File: config.mk
export PLATFORM = sky130hd
export DESIGN_NAME = csdd_host_flat
export DESIGN_NICKNAME = d
export VERILOG_FILES = /design/src/rtl/csdd_pkg.sv /design/src/rtl/csdd_link_if.sv /design/src/rtl/csdd_host.sv /design/src/flat_wrapper.sv
export SDC_FILE = /design/constraint.sdc
export NUM_CORES = 2
export LEC_CHECK = 0
export BUFFER_PORTS_ARGS = -buffer_cell sky130_fd_sc_hd__buf_2
export CAP_MARGIN = 25
export CELL_PAD_IN_SITES_DETAIL_PLACEMENT = 0
export CELL_PAD_IN_SITES_GLOBAL_PLACEMENT = 1
export CORE_ASPECT_RATIO = 0.8
export CORE_UTILIZATION = 39
export DETAILED_ROUTE_END_ITERATION = 16
export HOLD_SLACK_MARGIN = 0.08
export PLACE_DENSITY = 0.87
export REMOVE_ABC_BUFFERS = 1
export SLEW_MARGIN = 20
export SYNTH_ARGS = -nofsm -noshare
export SYNTH_HDL_FRONTEND = slang
export SYNTH_SLANG_ARGS = --single-unit
File: constraint.sdc
create_clock -name clk_in -period 5.1 [get_ports clk_in]
set_input_delay 0.51 -clock clk_in [delete_from_list [all_inputs] [get_ports clk_in]]
set_output_delay 0.51 -clock clk_in [all_outputs]
set_load 0.05 [all_outputs]
File: src/rtl/csdd_pkg.sv
package csdd_pkg;

	// ----------------------------------------------------------------
	// Record layout
	// ----------------------------------------------------------------
	localparam int REC_W      = 128;
	localparam int RBL_LSB    = 80;
	localparam int RPART_BIT  = 79;
	localparam int WMIS_BIT   = 78;
	localparam int RMIS_BIT   = 77;
	localparam int DSR_BIT    = 76;
	localparam int CSIZE_LSB  = 62;
	localparam int RCL_LSB    = 59;
	localparam int RCH_LSB    = 56;
	localparam int WCL_LSB    = 53;
	localparam int WCH_LSB    = 50;
	localparam int SIZE_SCALE_FACTOR_LSB   = 47;
	localparam int ERBLK_BIT  = 46;
	localparam int SECT_LSB   = 39;
	localparam int GRP_LSB    = 32;
	localparam int GRPEN_BIT  = 31;
	localparam int R2W_LSB    = 26;
	localparam int WBL_LSB    = 22;
	localparam int WPART_BIT  = 21;
	localparam int FFG_BIT    = 15;
	localparam int COPY_BIT   = 14;
	localparam int PERM_BIT   = 13;
	localparam int TMP_BIT    = 12;
	localparam int FF_LSB     = 10;
	localparam int CRC_LSB    = 1;
	localparam int CRC_TOP    = 8;
	localparam int END_BIT    = 0;
	localparam int BL_W       = 4;
	localparam int CUR_W      = 3;
	localparam int CSIZE_W    = 12;
	localparam int CNT7_W     = 7;
	localparam int FF_W       = 2;

	// ----------------------------------------------------------------
	// Codes and limits
	// ----------------------------------------------------------------
	localparam logic [3:0]  BL_MIN      = 4'h9;
	localparam logic [3:0]  BL_1K       = 4'hA;
	localparam logic [3:0]  BL_MAX      = 4'hB;
	localparam logic [2:0]  R2W_MAX     = 3'h5;
	localparam logic [4:0]  SIZE_SCALE_FACTOR_BIAS   = 5'h02;
	localparam int          UNIT_SH     = 9;
	localparam logic [31:0] SECT_LIMIT  = 32'h003F_6000;
	localparam logic [31:0] ONE_GB_SECT = 32'h0020_0000;
	localparam logic [6:0]  CRC_POLY    = 7'h09;

	// ----------------------------------------------------------------
	// Host register offsets
	// ----------------------------------------------------------------
	localparam logic [7:0] OFS_CTRL   = 8'h00;
	localparam logic [7:0] OFS_ARG_A  = 8'h04;
	localparam logic [7:0] OFS_ARG_B  = 8'h08;
	localparam logic [7:0] OFS_STATUS = 8'h0C;
	localparam logic [7:0] OFS_REC0   = 8'h10;
	localparam logic [7:0] OFS_REC3   = 8'h1C;
	localparam logic [7:0] OFS_FIRST  = 8'h20;
	localparam logic [7:0] OFS_LAST   = 8'h24;
	localparam logic [7:0] OFS_CAP    = 8'h28;
	localparam logic [7:0] OFS_FACT   = 8'h2C;
	localparam logic [7:0] OFS_GEO    = 8'h30;
	localparam logic [1:0] RESP_OKAY  = 2'h0;
	localparam logic [1:0] RESP_SLV   = 2'h2;

	typedef enum logic [2:0] {
		OP_GET = 3'h0, OP_PUT = 3'h1, OP_RD = 3'h2,
		OP_WR  = 3'h3, OP_ER  = 3'h4, OP_DSR = 3'h5
	} csdd_op_type;

	typedef enum logic [2:0] {
		STAT_OK = 3'h0, STAT_PROT = 3'h1, STAT_ALIGN = 3'h2, STAT_SIZE = 3'h3,
		STAT_CRC = 3'h4, STAT_NODSR = 3'h5, STAT_BADOP = 3'h6
	} csdd_stat_type;

	// Seven-bit checksum over everything above the checksum field
	function automatic logic [6:0] csdd_crc7(input logic [REC_W-1:0] r);
		logic [6:0] c;
		logic       fb;
		c = 7'h00;
		for (int i = REC_W - 1; i >= CRC_TOP; i--) begin
			fb = r[i] ^ c[6];
			c  = {c[5:0], 1'b0} ^ (fb ? CRC_POLY : 7'h00);
		end
		return c;
	endfunction

	function automatic logic [REC_W-1:0] csdd_seal(input logic [REC_W-1:0] r);
		logic [REC_W-1:0] o;
		o = r;
		o[CRC_LSB +: CNT7_W] = csdd_crc7(r);
		o[END_BIT] = 1'b1;
		return o;
	endfunction

	// Capacity in 512-byte sectors, zero for a reserved block length
	function automatic logic [31:0] csdd_cap_sectors(input logic [REC_W-1:0] r);
		logic [3:0] bl;
		logic [4:0] sh;
		bl = r[RBL_LSB +: BL_W];
		sh = 5'(r[SIZE_SCALE_FACTOR_LSB +: CUR_W]) + SIZE_SCALE_FACTOR_BIAS + 5'(bl) - 5'(BL_MIN);
		if (bl < BL_MIN || bl > BL_MAX)
			return 32'h0000_0000;
		return (32'(r[CSIZE_LSB +: CSIZE_W]) + 32'h0000_0001) << sh;
	endfunction

	// Power-on record: 512-byte blocks, small example capacity
	function automatic logic [REC_W-1:0] csdd_default_rec(input logic dsr);
		logic [REC_W-1:0] r;
		r = '0;
		r[RBL_LSB +: BL_W]      = BL_MIN;
		r[RPART_BIT]            = 1'b1;
		r[DSR_BIT]              = dsr;
		r[CSIZE_LSB +: CSIZE_W] = 12'h7D0;
		r[RCL_LSB +: CUR_W]     = 3'h4;
		r[RCH_LSB +: CUR_W]     = 3'h4;
		r[WCL_LSB +: CUR_W]     = 3'h4;
		r[WCH_LSB +: CUR_W]     = 3'h4;
		r[SIZE_SCALE_FACTOR_LSB +: CUR_W]    = 3'h3;
		r[ERBLK_BIT]            = 1'b1;
		r[SECT_LSB +: CNT7_W]   = 7'h1F;
		r[R2W_LSB +: CUR_W]     = 3'h2;
		r[WBL_LSB +: BL_W]      = BL_MIN;
		return csdd_seal(r);
	endfunction

endpackage

File: src/rtl/csdd_link_if.sv
`timescale 1ns/1ps
interface csdd_link_if;
	import csdd_pkg::*;

	logic          req_valid;
	logic          req_ready;
	csdd_op_type   req_op;
	logic [31:0]   req_arg_a;
	logic [31:0]   req_arg_b;
	logic [127:0]  req_rec;
	logic          rsp_valid;
	csdd_stat_type rsp_status;
	logic [127:0]  rsp_rec;
	logic [31:0]   rsp_first;
	logic [31:0]   rsp_last;

	modport card (input req_valid, req_op, req_arg_a, req_arg_b, req_rec,
		output req_ready, rsp_valid, rsp_status, rsp_rec, rsp_first, rsp_last);
	modport ctrl (output req_valid, req_op, req_arg_a, req_arg_b, req_rec,
		input req_ready, rsp_valid, rsp_status, rsp_rec, rsp_first, rsp_last);
endinterface

File: src/rtl/csdd_host.sv
`timescale 1ns/1ps
module csdd_host
	import csdd_pkg::*;
(
	// Clock, reset, enable
	input  wire logic clk_in,
	input  wire logic rst_b_in,
	input  wire logic ce_in,
	// Link to the card
	csdd_link_if.ctrl link,
	// AXI4-Lite slave
	input  wire logic        s_axi_awvalid_in,
	output logic             s_axi_awready_out,
	input  wire logic [7:0]  s_axi_awaddr_in,
	input  wire logic        s_axi_wvalid_in,
	output logic             s_axi_wready_out,
	input  wire logic [31:0] s_axi_wdata_in,
	input  wire logic [3:0]  s_axi_wstrb_in,
	output logic             s_axi_bvalid_out,
	input  wire logic        s_axi_bready_in,
	output logic [1:0]       s_axi_bresp_out,
	input  wire logic        s_axi_arvalid_in,
	output logic             s_axi_arready_out,
	input  wire logic [7:0]  s_axi_araddr_in,
	output logic             s_axi_rvalid_out,
	input  wire logic        s_axi_rready_in,
	output logic [31:0]      s_axi_rdata_out,
	output logic [1:0]       s_axi_rresp_out
);
	import csdd_pkg::*;

	// ----------------------------------------------------------------
	// State
	// ----------------------------------------------------------------
	typedef enum logic [2:0] {
		HOST_IDLE = 3'b001,
		HOST_REQ  = 3'b010,
		HOST_WAIT = 3'b100
	} csdd_host_fsm_type;

	typedef struct packed {
		csdd_host_fsm_type fsm;
		logic              aw_got;
		logic [7:0]        aw_addr;
		logic              w_got;
		logic [31:0]       w_data;
		logic [3:0]        w_strb;
		logic              bvalid;
		logic [1:0]        bresp;
		logic              rvalid;
		logic [31:0]       rdata;
		logic [1:0]        rresp;
		logic [2:0]        op;
		logic [31:0]       arg_a;
		logic [31:0]       arg_b;
		logic [REC_W-1:0]  stage;
		logic [REC_W-1:0]  req_rec;
		logic              done;
		csdd_stat_type     stat;
		logic [31:0]       first;
		logic [31:0]       last;
	} csdd_host_state_type;

	csdd_host_state_type s;
	csdd_host_state_type next_s;

	logic [3:0]  rbl;
	logic        invalid;
	logic [31:0] fact;
	logic [31:0] geo;
	logic [31:0] rd_word;
	logic        rd_hit;
	logic [1:0]  widx;

	function automatic logic [31:0] wmerge(input logic [31:0] o, input logic [31:0] d,
		input logic [3:0] m);
		logic [31:0] r;
		r = o;
		for (int i = 0; i < 4; i++)
			if (m[i])
				r[i*8 +: 8] = d[i*8 +: 8];
		return r;
	endfunction

	// ----------------------------------------------------------------
	// Record decode
	// ----------------------------------------------------------------
	always_comb begin
		rbl     = s.stage[RBL_LSB +: BL_W];
		invalid = (rbl < BL_MIN) || (rbl > BL_MAX)
			|| (s.stage[WBL_LSB +: BL_W] != rbl)
			|| (s.stage[R2W_LSB +: CUR_W] > R2W_MAX)
			|| s.stage[FFG_BIT];
		fact    = 32'h0000_0000;
		// Exponent sum needs four bits: code 7 plus bias 2 reaches 9
		fact[9:0]   = 10'(10'h001 << (4'(s.stage[SIZE_SCALE_FACTOR_LSB +: CUR_W]) + 4'(SIZE_SCALE_FACTOR_BIAS)));
		fact[21:16] = 6'(6'h01 << s.stage[R2W_LSB +: CUR_W]);
		geo     = 32'h0000_0000;
		geo[7:0]    = 8'(s.stage[SECT_LSB +: CNT7_W]) + 8'h01;
		geo[15:8]   = 8'(s.stage[GRP_LSB +: CNT7_W]) + 8'h01;
		geo[27:16]  = 12'(12'h001 << rbl);
		geo[29:28]  = s.stage[FF_LSB +: FF_W];
		geo[30]     = s.stage[WMIS_BIT];
		geo[31]     = s.stage[RMIS_BIT];
	end

	// ----------------------------------------------------------------
	// Read decode
	// ----------------------------------------------------------------
	always_comb begin
		rd_hit  = 1'b1;
		rd_word = 32'h0000_0000;
		if (s_axi_araddr_in >= OFS_REC0 && s_axi_araddr_in <= OFS_REC3)
			rd_word = s.stage[32*(s_axi_araddr_in[3:2]) +: 32];
		else
			unique case (s_axi_araddr_in)
				OFS_CTRL:   rd_word = {28'h000_0000, s.op, 1'b0};
				OFS_ARG_A:  rd_word = s.arg_a;
				OFS_ARG_B:  rd_word = s.arg_b;
				OFS_STATUS: rd_word = {25'h000_0000, s.stat, 1'b0, invalid, s.done,
					(s.fsm != HOST_IDLE)};
				OFS_FIRST:  rd_word = s.first;
				OFS_LAST:   rd_word = s.last;
				OFS_CAP:    rd_word = csdd_cap_sectors(s.stage);
				OFS_FACT:   rd_word = fact;
				OFS_GEO:    rd_word = geo;
				default:    rd_hit = 1'b0;
			endcase
	end

	// ----------------------------------------------------------------
	// Next state
	// ----------------------------------------------------------------
	always_comb begin
		next_s = s;
		widx   = s.aw_addr[3:2];
		// Address and data are caught separately, in either order
		if (s_axi_awvalid_in && !s.aw_got && !s.bvalid) begin
			next_s.aw_got  = 1'b1;
			next_s.aw_addr = s_axi_awaddr_in;
		end
		if (s_axi_wvalid_in && !s.w_got && !s.bvalid) begin
			next_s.w_got  = 1'b1;
			next_s.w_data = s_axi_wdata_in;
			next_s.w_strb = s_axi_wstrb_in;
		end
		if (s.bvalid && s_axi_bready_in)
			next_s.bvalid = 1'b0;
		if (s.rvalid && s_axi_rready_in)
			next_s.rvalid = 1'b0;
		if (s_axi_arvalid_in && !s.rvalid) begin
			next_s.rvalid = 1'b1;
			next_s.rdata  = rd_hit ? rd_word : 32'h0000_0000;
			next_s.rresp  = rd_hit ? RESP_OKAY : RESP_SLV;
		end
		// Register write once both halves are held
		if (s.aw_got && s.w_got) begin
			next_s.aw_got = 1'b0;
			next_s.w_got  = 1'b0;
			next_s.bvalid = 1'b1;
			next_s.bresp  = RESP_OKAY;
			if (s.aw_addr >= OFS_REC0 && s.aw_addr <= OFS_REC3)
				next_s.stage[32*widx +: 32] = wmerge(s.stage[32*widx +: 32], s.w_data,
					s.w_strb);
			else
				unique case (s.aw_addr)
					OFS_CTRL: begin
						if (s.w_strb[0]) begin
							next_s.op = s.w_data[3:1];
							// Start ignored while a command is under way
							if (s.w_data[0] && s.fsm == HOST_IDLE) begin
								next_s.fsm     = HOST_REQ;
								next_s.req_rec = csdd_seal(s.stage);
							end
						end
					end
					OFS_ARG_A:  next_s.arg_a = wmerge(s.arg_a, s.w_data, s.w_strb);
					OFS_ARG_B:  next_s.arg_b = wmerge(s.arg_b, s.w_data, s.w_strb);
					OFS_STATUS: begin
						if (s.w_strb[0] && s.w_data[1])
							next_s.done = 1'b0;
					end
					default:    next_s.bresp = RESP_SLV;
				endcase
		end
		unique case (s.fsm)
			HOST_IDLE: begin
			end
			HOST_REQ: begin
				if (link.req_ready)
					next_s.fsm = HOST_WAIT;
			end
			HOST_WAIT: begin
				// Completion set beats a same-cycle software clear
				if (link.rsp_valid) begin
					next_s.fsm   = HOST_IDLE;
					next_s.done  = 1'b1;
					next_s.stat  = link.rsp_status;
					next_s.stage = link.rsp_rec;
					next_s.first = link.rsp_first;
					next_s.last  = link.rsp_last;
				end
			end
			default: begin
				next_s.fsm = HOST_IDLE;
			end
		endcase
	end

	// ----------------------------------------------------------------
	// Registers
	// ----------------------------------------------------------------
	always_ff @(posedge clk_in) begin
		if (!rst_b_in)
			s <= '{fsm: HOST_IDLE, stat: STAT_OK, default: '0};
		else if (ce_in)
			s <= next_s;
	end

	// ----------------------------------------------------------------
	// Outputs
	// ----------------------------------------------------------------
	assign s_axi_awready_out = !s.aw_got && !s.bvalid;
	assign s_axi_wready_out  = !s.w_got && !s.bvalid;
	assign s_axi_bvalid_out  = s.bvalid;
	assign s_axi_bresp_out   = s.bresp;
	assign s_axi_arready_out = !s.rvalid;
	assign s_axi_rvalid_out  = s.rvalid;
	assign s_axi_rdata_out   = s.rdata;
	assign s_axi_rresp_out   = s.rresp;
	assign link.req_valid    = (s.fsm == HOST_REQ);
	assign link.req_op       = csdd_op_type'(s.op);
	assign link.req_arg_a    = s.arg_a;
	assign link.req_arg_b    = s.arg_b;
	assign link.req_rec      = s.req_rec;

endmodule // csdd_host

File: src/flat_wrapper.sv
// flat-port wrapper written by rule: the top's interface ports become plain ports
module csdd_host_flat import csdd_pkg::*;
  (clk_in, rst_b_in, ce_in, s_axi_awvalid_in, s_axi_awready_out, s_axi_awaddr_in, s_axi_wvalid_in, s_axi_wready_out, s_axi_wdata_in, s_axi_wstrb_in, s_axi_bvalid_out, s_axi_bready_in, s_axi_bresp_out, s_axi_arvalid_in, s_axi_arready_out, s_axi_araddr_in, s_axi_rvalid_out, s_axi_rready_in, s_axi_rdata_out, s_axi_rresp_out, link_req_valid, link_req_op, link_req_arg_a, link_req_arg_b, link_req_rec, link_req_ready, link_rsp_valid, link_rsp_status, link_rsp_rec, link_rsp_first, link_rsp_last);
  csdd_link_if link_i ();
  input  wire logic clk_in;
  input  wire logic rst_b_in;
  input  wire logic ce_in;
  input  wire logic s_axi_awvalid_in;
  output logic s_axi_awready_out;
  input  wire logic [7:0] s_axi_awaddr_in;
  input  wire logic s_axi_wvalid_in;
  output logic s_axi_wready_out;
  input  wire logic [31:0] s_axi_wdata_in;
  input  wire logic [3:0] s_axi_wstrb_in;
  output logic s_axi_bvalid_out;
  input  wire logic s_axi_bready_in;
  output logic [1:0] s_axi_bresp_out;
  input  wire logic s_axi_arvalid_in;
  output logic s_axi_arready_out;
  input  wire logic [7:0] s_axi_araddr_in;
  output logic s_axi_rvalid_out;
  input  wire logic s_axi_rready_in;
  output logic [31:0] s_axi_rdata_out;
  output logic [1:0] s_axi_rresp_out;
  output wire logic [$bits(link_i.req_valid)-1:0] link_req_valid;
  output wire logic [$bits(link_i.req_op)-1:0] link_req_op;
  output wire logic [$bits(link_i.req_arg_a)-1:0] link_req_arg_a;
  output wire logic [$bits(link_i.req_arg_b)-1:0] link_req_arg_b;
  output wire logic [$bits(link_i.req_rec)-1:0] link_req_rec;
  input wire logic [$bits(link_i.req_ready)-1:0] link_req_ready;
  input wire logic [$bits(link_i.rsp_valid)-1:0] link_rsp_valid;
  input wire logic [$bits(link_i.rsp_status)-1:0] link_rsp_status;
  input wire logic [$bits(link_i.rsp_rec)-1:0] link_rsp_rec;
  input wire logic [$bits(link_i.rsp_first)-1:0] link_rsp_first;
  input wire logic [$bits(link_i.rsp_last)-1:0] link_rsp_last;
  assign link_req_valid = link_i.req_valid;
  assign link_req_op = link_i.req_op;
  assign link_req_arg_a = link_i.req_arg_a;
  assign link_req_arg_b = link_i.req_arg_b;
  assign link_req_rec = link_i.req_rec;
  assign link_i.req_ready = link_req_ready;
  assign link_i.rsp_valid = link_rsp_valid;
  assign link_i.rsp_status = link_rsp_status;
  assign link_i.rsp_rec = link_rsp_rec;
  assign link_i.rsp_first = link_rsp_first;
  assign link_i.rsp_last = link_rsp_last;
  csdd_host u_core (.clk_in(clk_in), .rst_b_in(rst_b_in), .ce_in(ce_in), .link(link_i), .s_axi_awvalid_in(s_axi_awvalid_in), .s_axi_awready_out(s_axi_awready_out), .s_axi_awaddr_in(s_axi_awaddr_in), .s_axi_wvalid_in(s_axi_wvalid_in), .s_axi_wready_out(s_axi_wready_out), .s_axi_wdata_in(s_axi_wdata_in), .s_axi_wstrb_in(s_axi_wstrb_in), .s_axi_bvalid_out(s_axi_bvalid_out), .s_axi_bready_in(s_axi_bready_in), .s_axi_bresp_out(s_axi_bresp_out), .s_axi_arvalid_in(s_axi_arvalid_in), .s_axi_arready_out(s_axi_arready_out), .s_axi_araddr_in(s_axi_araddr_in), .s_axi_rvalid_out(s_axi_rvalid_out), .s_axi_rready_in(s_axi_rready_in), .s_axi_rdata_out(s_axi_rdata_out), .s_axi_rresp_out(s_axi_rresp_out));
endmodule
==> impl_metrics.csv <==
group,metric,value,unit
sta,setup-violations-final,0,
clock_network,insertion_delay,630,ps
die,die_w,309,um
sta,fin_hold_ws,139,ps
die,die_h,248,um
sta,finalSetupTns,0,ps
sta,hold_violations,0,
finish,nNetsFinal,3690,
synth,ys_seq_area_share,32.3,%
clock_network,numCtsBuffers,52,
setup_path,cp-start-kind,"flop",
global_routing,grt_max_degree,144,
sta,finalCritPeriodShare,97.3,%
sta,fmax,0.202,GHz
routing,routed_wl,125000,um
power_and_ir_drop,ir_drop,0.247,mV
setup_path,cp-end-kind,"flop",
synth,synth.area.top_cells,"dfxtp_1, a21boi_0, nand2_1",
power_and_ir_drop,power.density,251,nW/um2
die,die_area,76700,um2
synth,ys_async_sr_fraction,0,%
finish,fin_util,44.9,%
hold_path,hold_class,"input pin to flop",
setup_path,critPathMaxStageDelay,520,ps
clock_network,clk_path_buf_depth,3,
setup_path,cpMostUsedCell,"xnor3_2",
clock_network,clkSinkCount,476,
global_routing,grt_first_pass_wirelength,176000,um
synth,synth_ff_type,"dfxtp_1",
setup_path,worst_path_max_delay_cell,"xnor3_1",
placed_design,portBuffers,491,
clock_network,cts_tree,"done",
routing,wl_per_cell,27.9,um
power_and_ir_drop,leakage,13.2,nW
die,row_count,89,
clock_network,root_buffer,"clkbuf_16",
synth,syn_area_per_cell,9.01,um2
routing,drt-vias-per-instance,5.86,
sta,rsz0062_at_grt,"no",
outcome,status,"completed",
routing,dr.pass1.iters,6,
setup_path,required,5610,ps
global_routing,grt_pass1_vias,24400,
sta,min_period,4960,ps
finish,syn2layout_area_growth,13.1,%
clock_network,cts_max_level,2,
global_routing,grt_usage,31.5,%
setup_path,crit_type,"flop to flop",
placed_design,gp_congestion,1.01,
setup_path,arrival,5470,ps
sta,fin_skew,25.2,ps
placed_design,dp_cells,4356,
sta,relSlewSlack,27.8,%
die,initial_core_util,39.7,%
synth,synth_area,29500,um2
synth,synth_area_leader_cell,"dfxtp_1",
synth,syn_inst,3273,
synth,synth_top_area_share,32.3,%
finish,drive_gt1_share,25.7,%
job,cap_violations,0,
global_routing,grt-ovfl-total,0,
synth,synthDistinctLibCells,71,
finish,design_area,33300,um2
routing,drtIter0Drc,3508,
clock_network,cts.clk_slew.worst_paths,70,ps
sta,worstMarginPinSlew,1080,ps
synth,synth-seq-cells,476,
synth,ys.warnings.count,0,
placed_design,dpl_cell_area,31400,um2
synth,synth_edf_count,0,
finish,fill_cells,7350,
global_routing,antenna_found_initial,6,
routing,num_vias,26200,
sta,slew_violations,0,
die,core,74300,um2
die,ios,494,
placed_design,dpl.hpwl,92900,um
finish,fin_cells,4461,
routing,drcViolationCount,0,
setup_path,path_cells,"xor2_1 > xnor3_2 > xnor3_2 > buf_4 > xnor2_4 > xnor3_1 > xnor3_1 > xor3_1 > xnor3_2 > xor3_2 > xnor3_2 > xnor2_2 > xnor2_1 > o21ai_1 > and2_1",
setup_path,cp_max_fo,8,
routing,ant_nets,0,
Yosys cell counts, drive strengths merged, types with 56 or more instances:
| cell type | count |
|---|---|
| a21boi | 309 |
| a21oi | 56 |
| a221o | 68 |
| a22o | 72 |
| a22oi | 91 |
| buf | 263 |
| clkbuf | 265 |
| dfxtp | 476 |
| mux2i | 68 |
| mux4 | 65 |
| nand2 | 567 |
| nand2b | 75 |
| nand3 | 63 |
| nor2 | 57 |
| nor2b | 131 |
| o211ai | 72 |
| o21ai | 75 |
| xnor2 | 138 |
| xnor3 | 68 |
critical path, delay by kind of cell, from the launching register on:
family                    cells  cell delay (ps)
and+or+nand+nor               1              180
buffers and inverters         1              190
DFF                           1              470
AOI/OAI and AO/OA             1               60
xor gates and xnor gates     12             3950
cells by family (layout without fill, tap and decap cells):
group                      after synthesis  after routing  share of synthesized area, %
AOI/OAI and AO/OA                      835            835                          21.3
xor gates and xnor gates               257            257                          11.8
adders and majority gates               18             18                         0.789
buffers and inverters                  547            729                          10.1
DFF                                    476            476                          32.3
muxes                                  170            170                          8.69
other                                    1              6                        0.0127
and+or+nand+nor                        969            969                          15.0
metal layers:
layer	global-route usage [%]	vias up	wire (um)
met5	0	-	27
met4	13.2	4	5880
met3	8.10	269	14000
met2	45.4	1579	51500
met1	44.3	12700	53100
li1	-	11600	-
worst paths after layout:
path	slack, ps	start	end	cells after the start
worst max-delay path	140	u_core.s[301]	u_core.link.req_rec[6]	15
worst min-delay path	140	link_rsp_last[31]	u_core.s[31]	3
worst max register to register	140	u_core.s[301]	u_core.link.req_rec[6]	15
worst min register to register	460	u_core.link.req_rec[22]	u_core.link.req_rec[22]	2
where the power goes:
| part | internal (mW) | leakage [nW] | switching (mW) | total [mW] |
|---|---|---|---|---|
| clock network | 2.26 | 0.860 | 1.72 | 3.98 |
| logic | 0.212 | 8.46 | 0.365 | 0.577 |
| registers | 3.75 | 3.85 | 0.0625 | 3.81 |
| total | 6.23 | 13.2 | 2.15 | 8.37 |
placed cells by master (no fill, tap or decap), drive strengths merged, types with 9 or more instances in the layout:
cell type	count
dfxtp	476
nor3	17
inv	23
mux2	37
o21ai	75
a21oi	56
ha	17
buf	615
a41oi	11
nor2b	131
a22oi	91
xnor2	138
o211ai	72
xnor3	68
a21boi	309
a221o	68
nor2	57
nand4	9
a221oi	28
mux4	65
clkbuf	69
a22o	72
nand3	63
a31oi	9
and2	16
nand2	567
nand2b	75
mux2i	68
xor2	44
a222oi	11
o22ai	12
clkinv	16
registers in the layout, summed over array words and instances, names as in the netlist:
register / cells
u_core.s_axi_rdata_out: 32
u_core.link.req_rec: 128
u_core.s: 237
u_core.link.req_arg_a: 32
u_core.s_axi_rresp_out: 1
u_core.rbl: 4
u_core.link.req_op: 3
u_core.s_axi_bresp_out: 1
u_core.link.req_arg_b: 32
u_core.s_axi_bvalid_out: 1
u_core.geo: 4
u_core.s_axi_rvalid_out: 1
repair_timing:
action / in CTS / in global routing
hold buffers: 0 / 0
setup buffers: 0 / 6
gates resized for setup: 2 / 26
setup endpoints to repair: 1 / 7
pin swaps: 0 / 13
area by class of cell:
cell class | instances | area (um2) | share of cell area, %
Multi-Input combinational cell | 2251 | 17200 | 51.7
Sequential cell | 476 | 9540 | 28.6
Timing Repair Buffer | 615 | 3490 | 10.5
Clock buffer | 69 | 1410 | 4.22
Tap cell | 1001 | 1250 | 3.76
Clock inverter | 26 | 337 | 1.01
Inverter | 19 | 71.3 | 0.214
Antenna cell | 4 | 10.0 | 0.0300
metrics by stage:
step / power (mW) / setup slack [ps]
CTS: 8.39 / 1.81
detailed placement: 4.46 / -9.12
global route: 8.58 / 1.15
finish: 8.37 / 140
floorplan: 4.09 / -10440
global placement: 4.46 / -17.1
No activity file was read; power rests on OpenSTA's default activity.
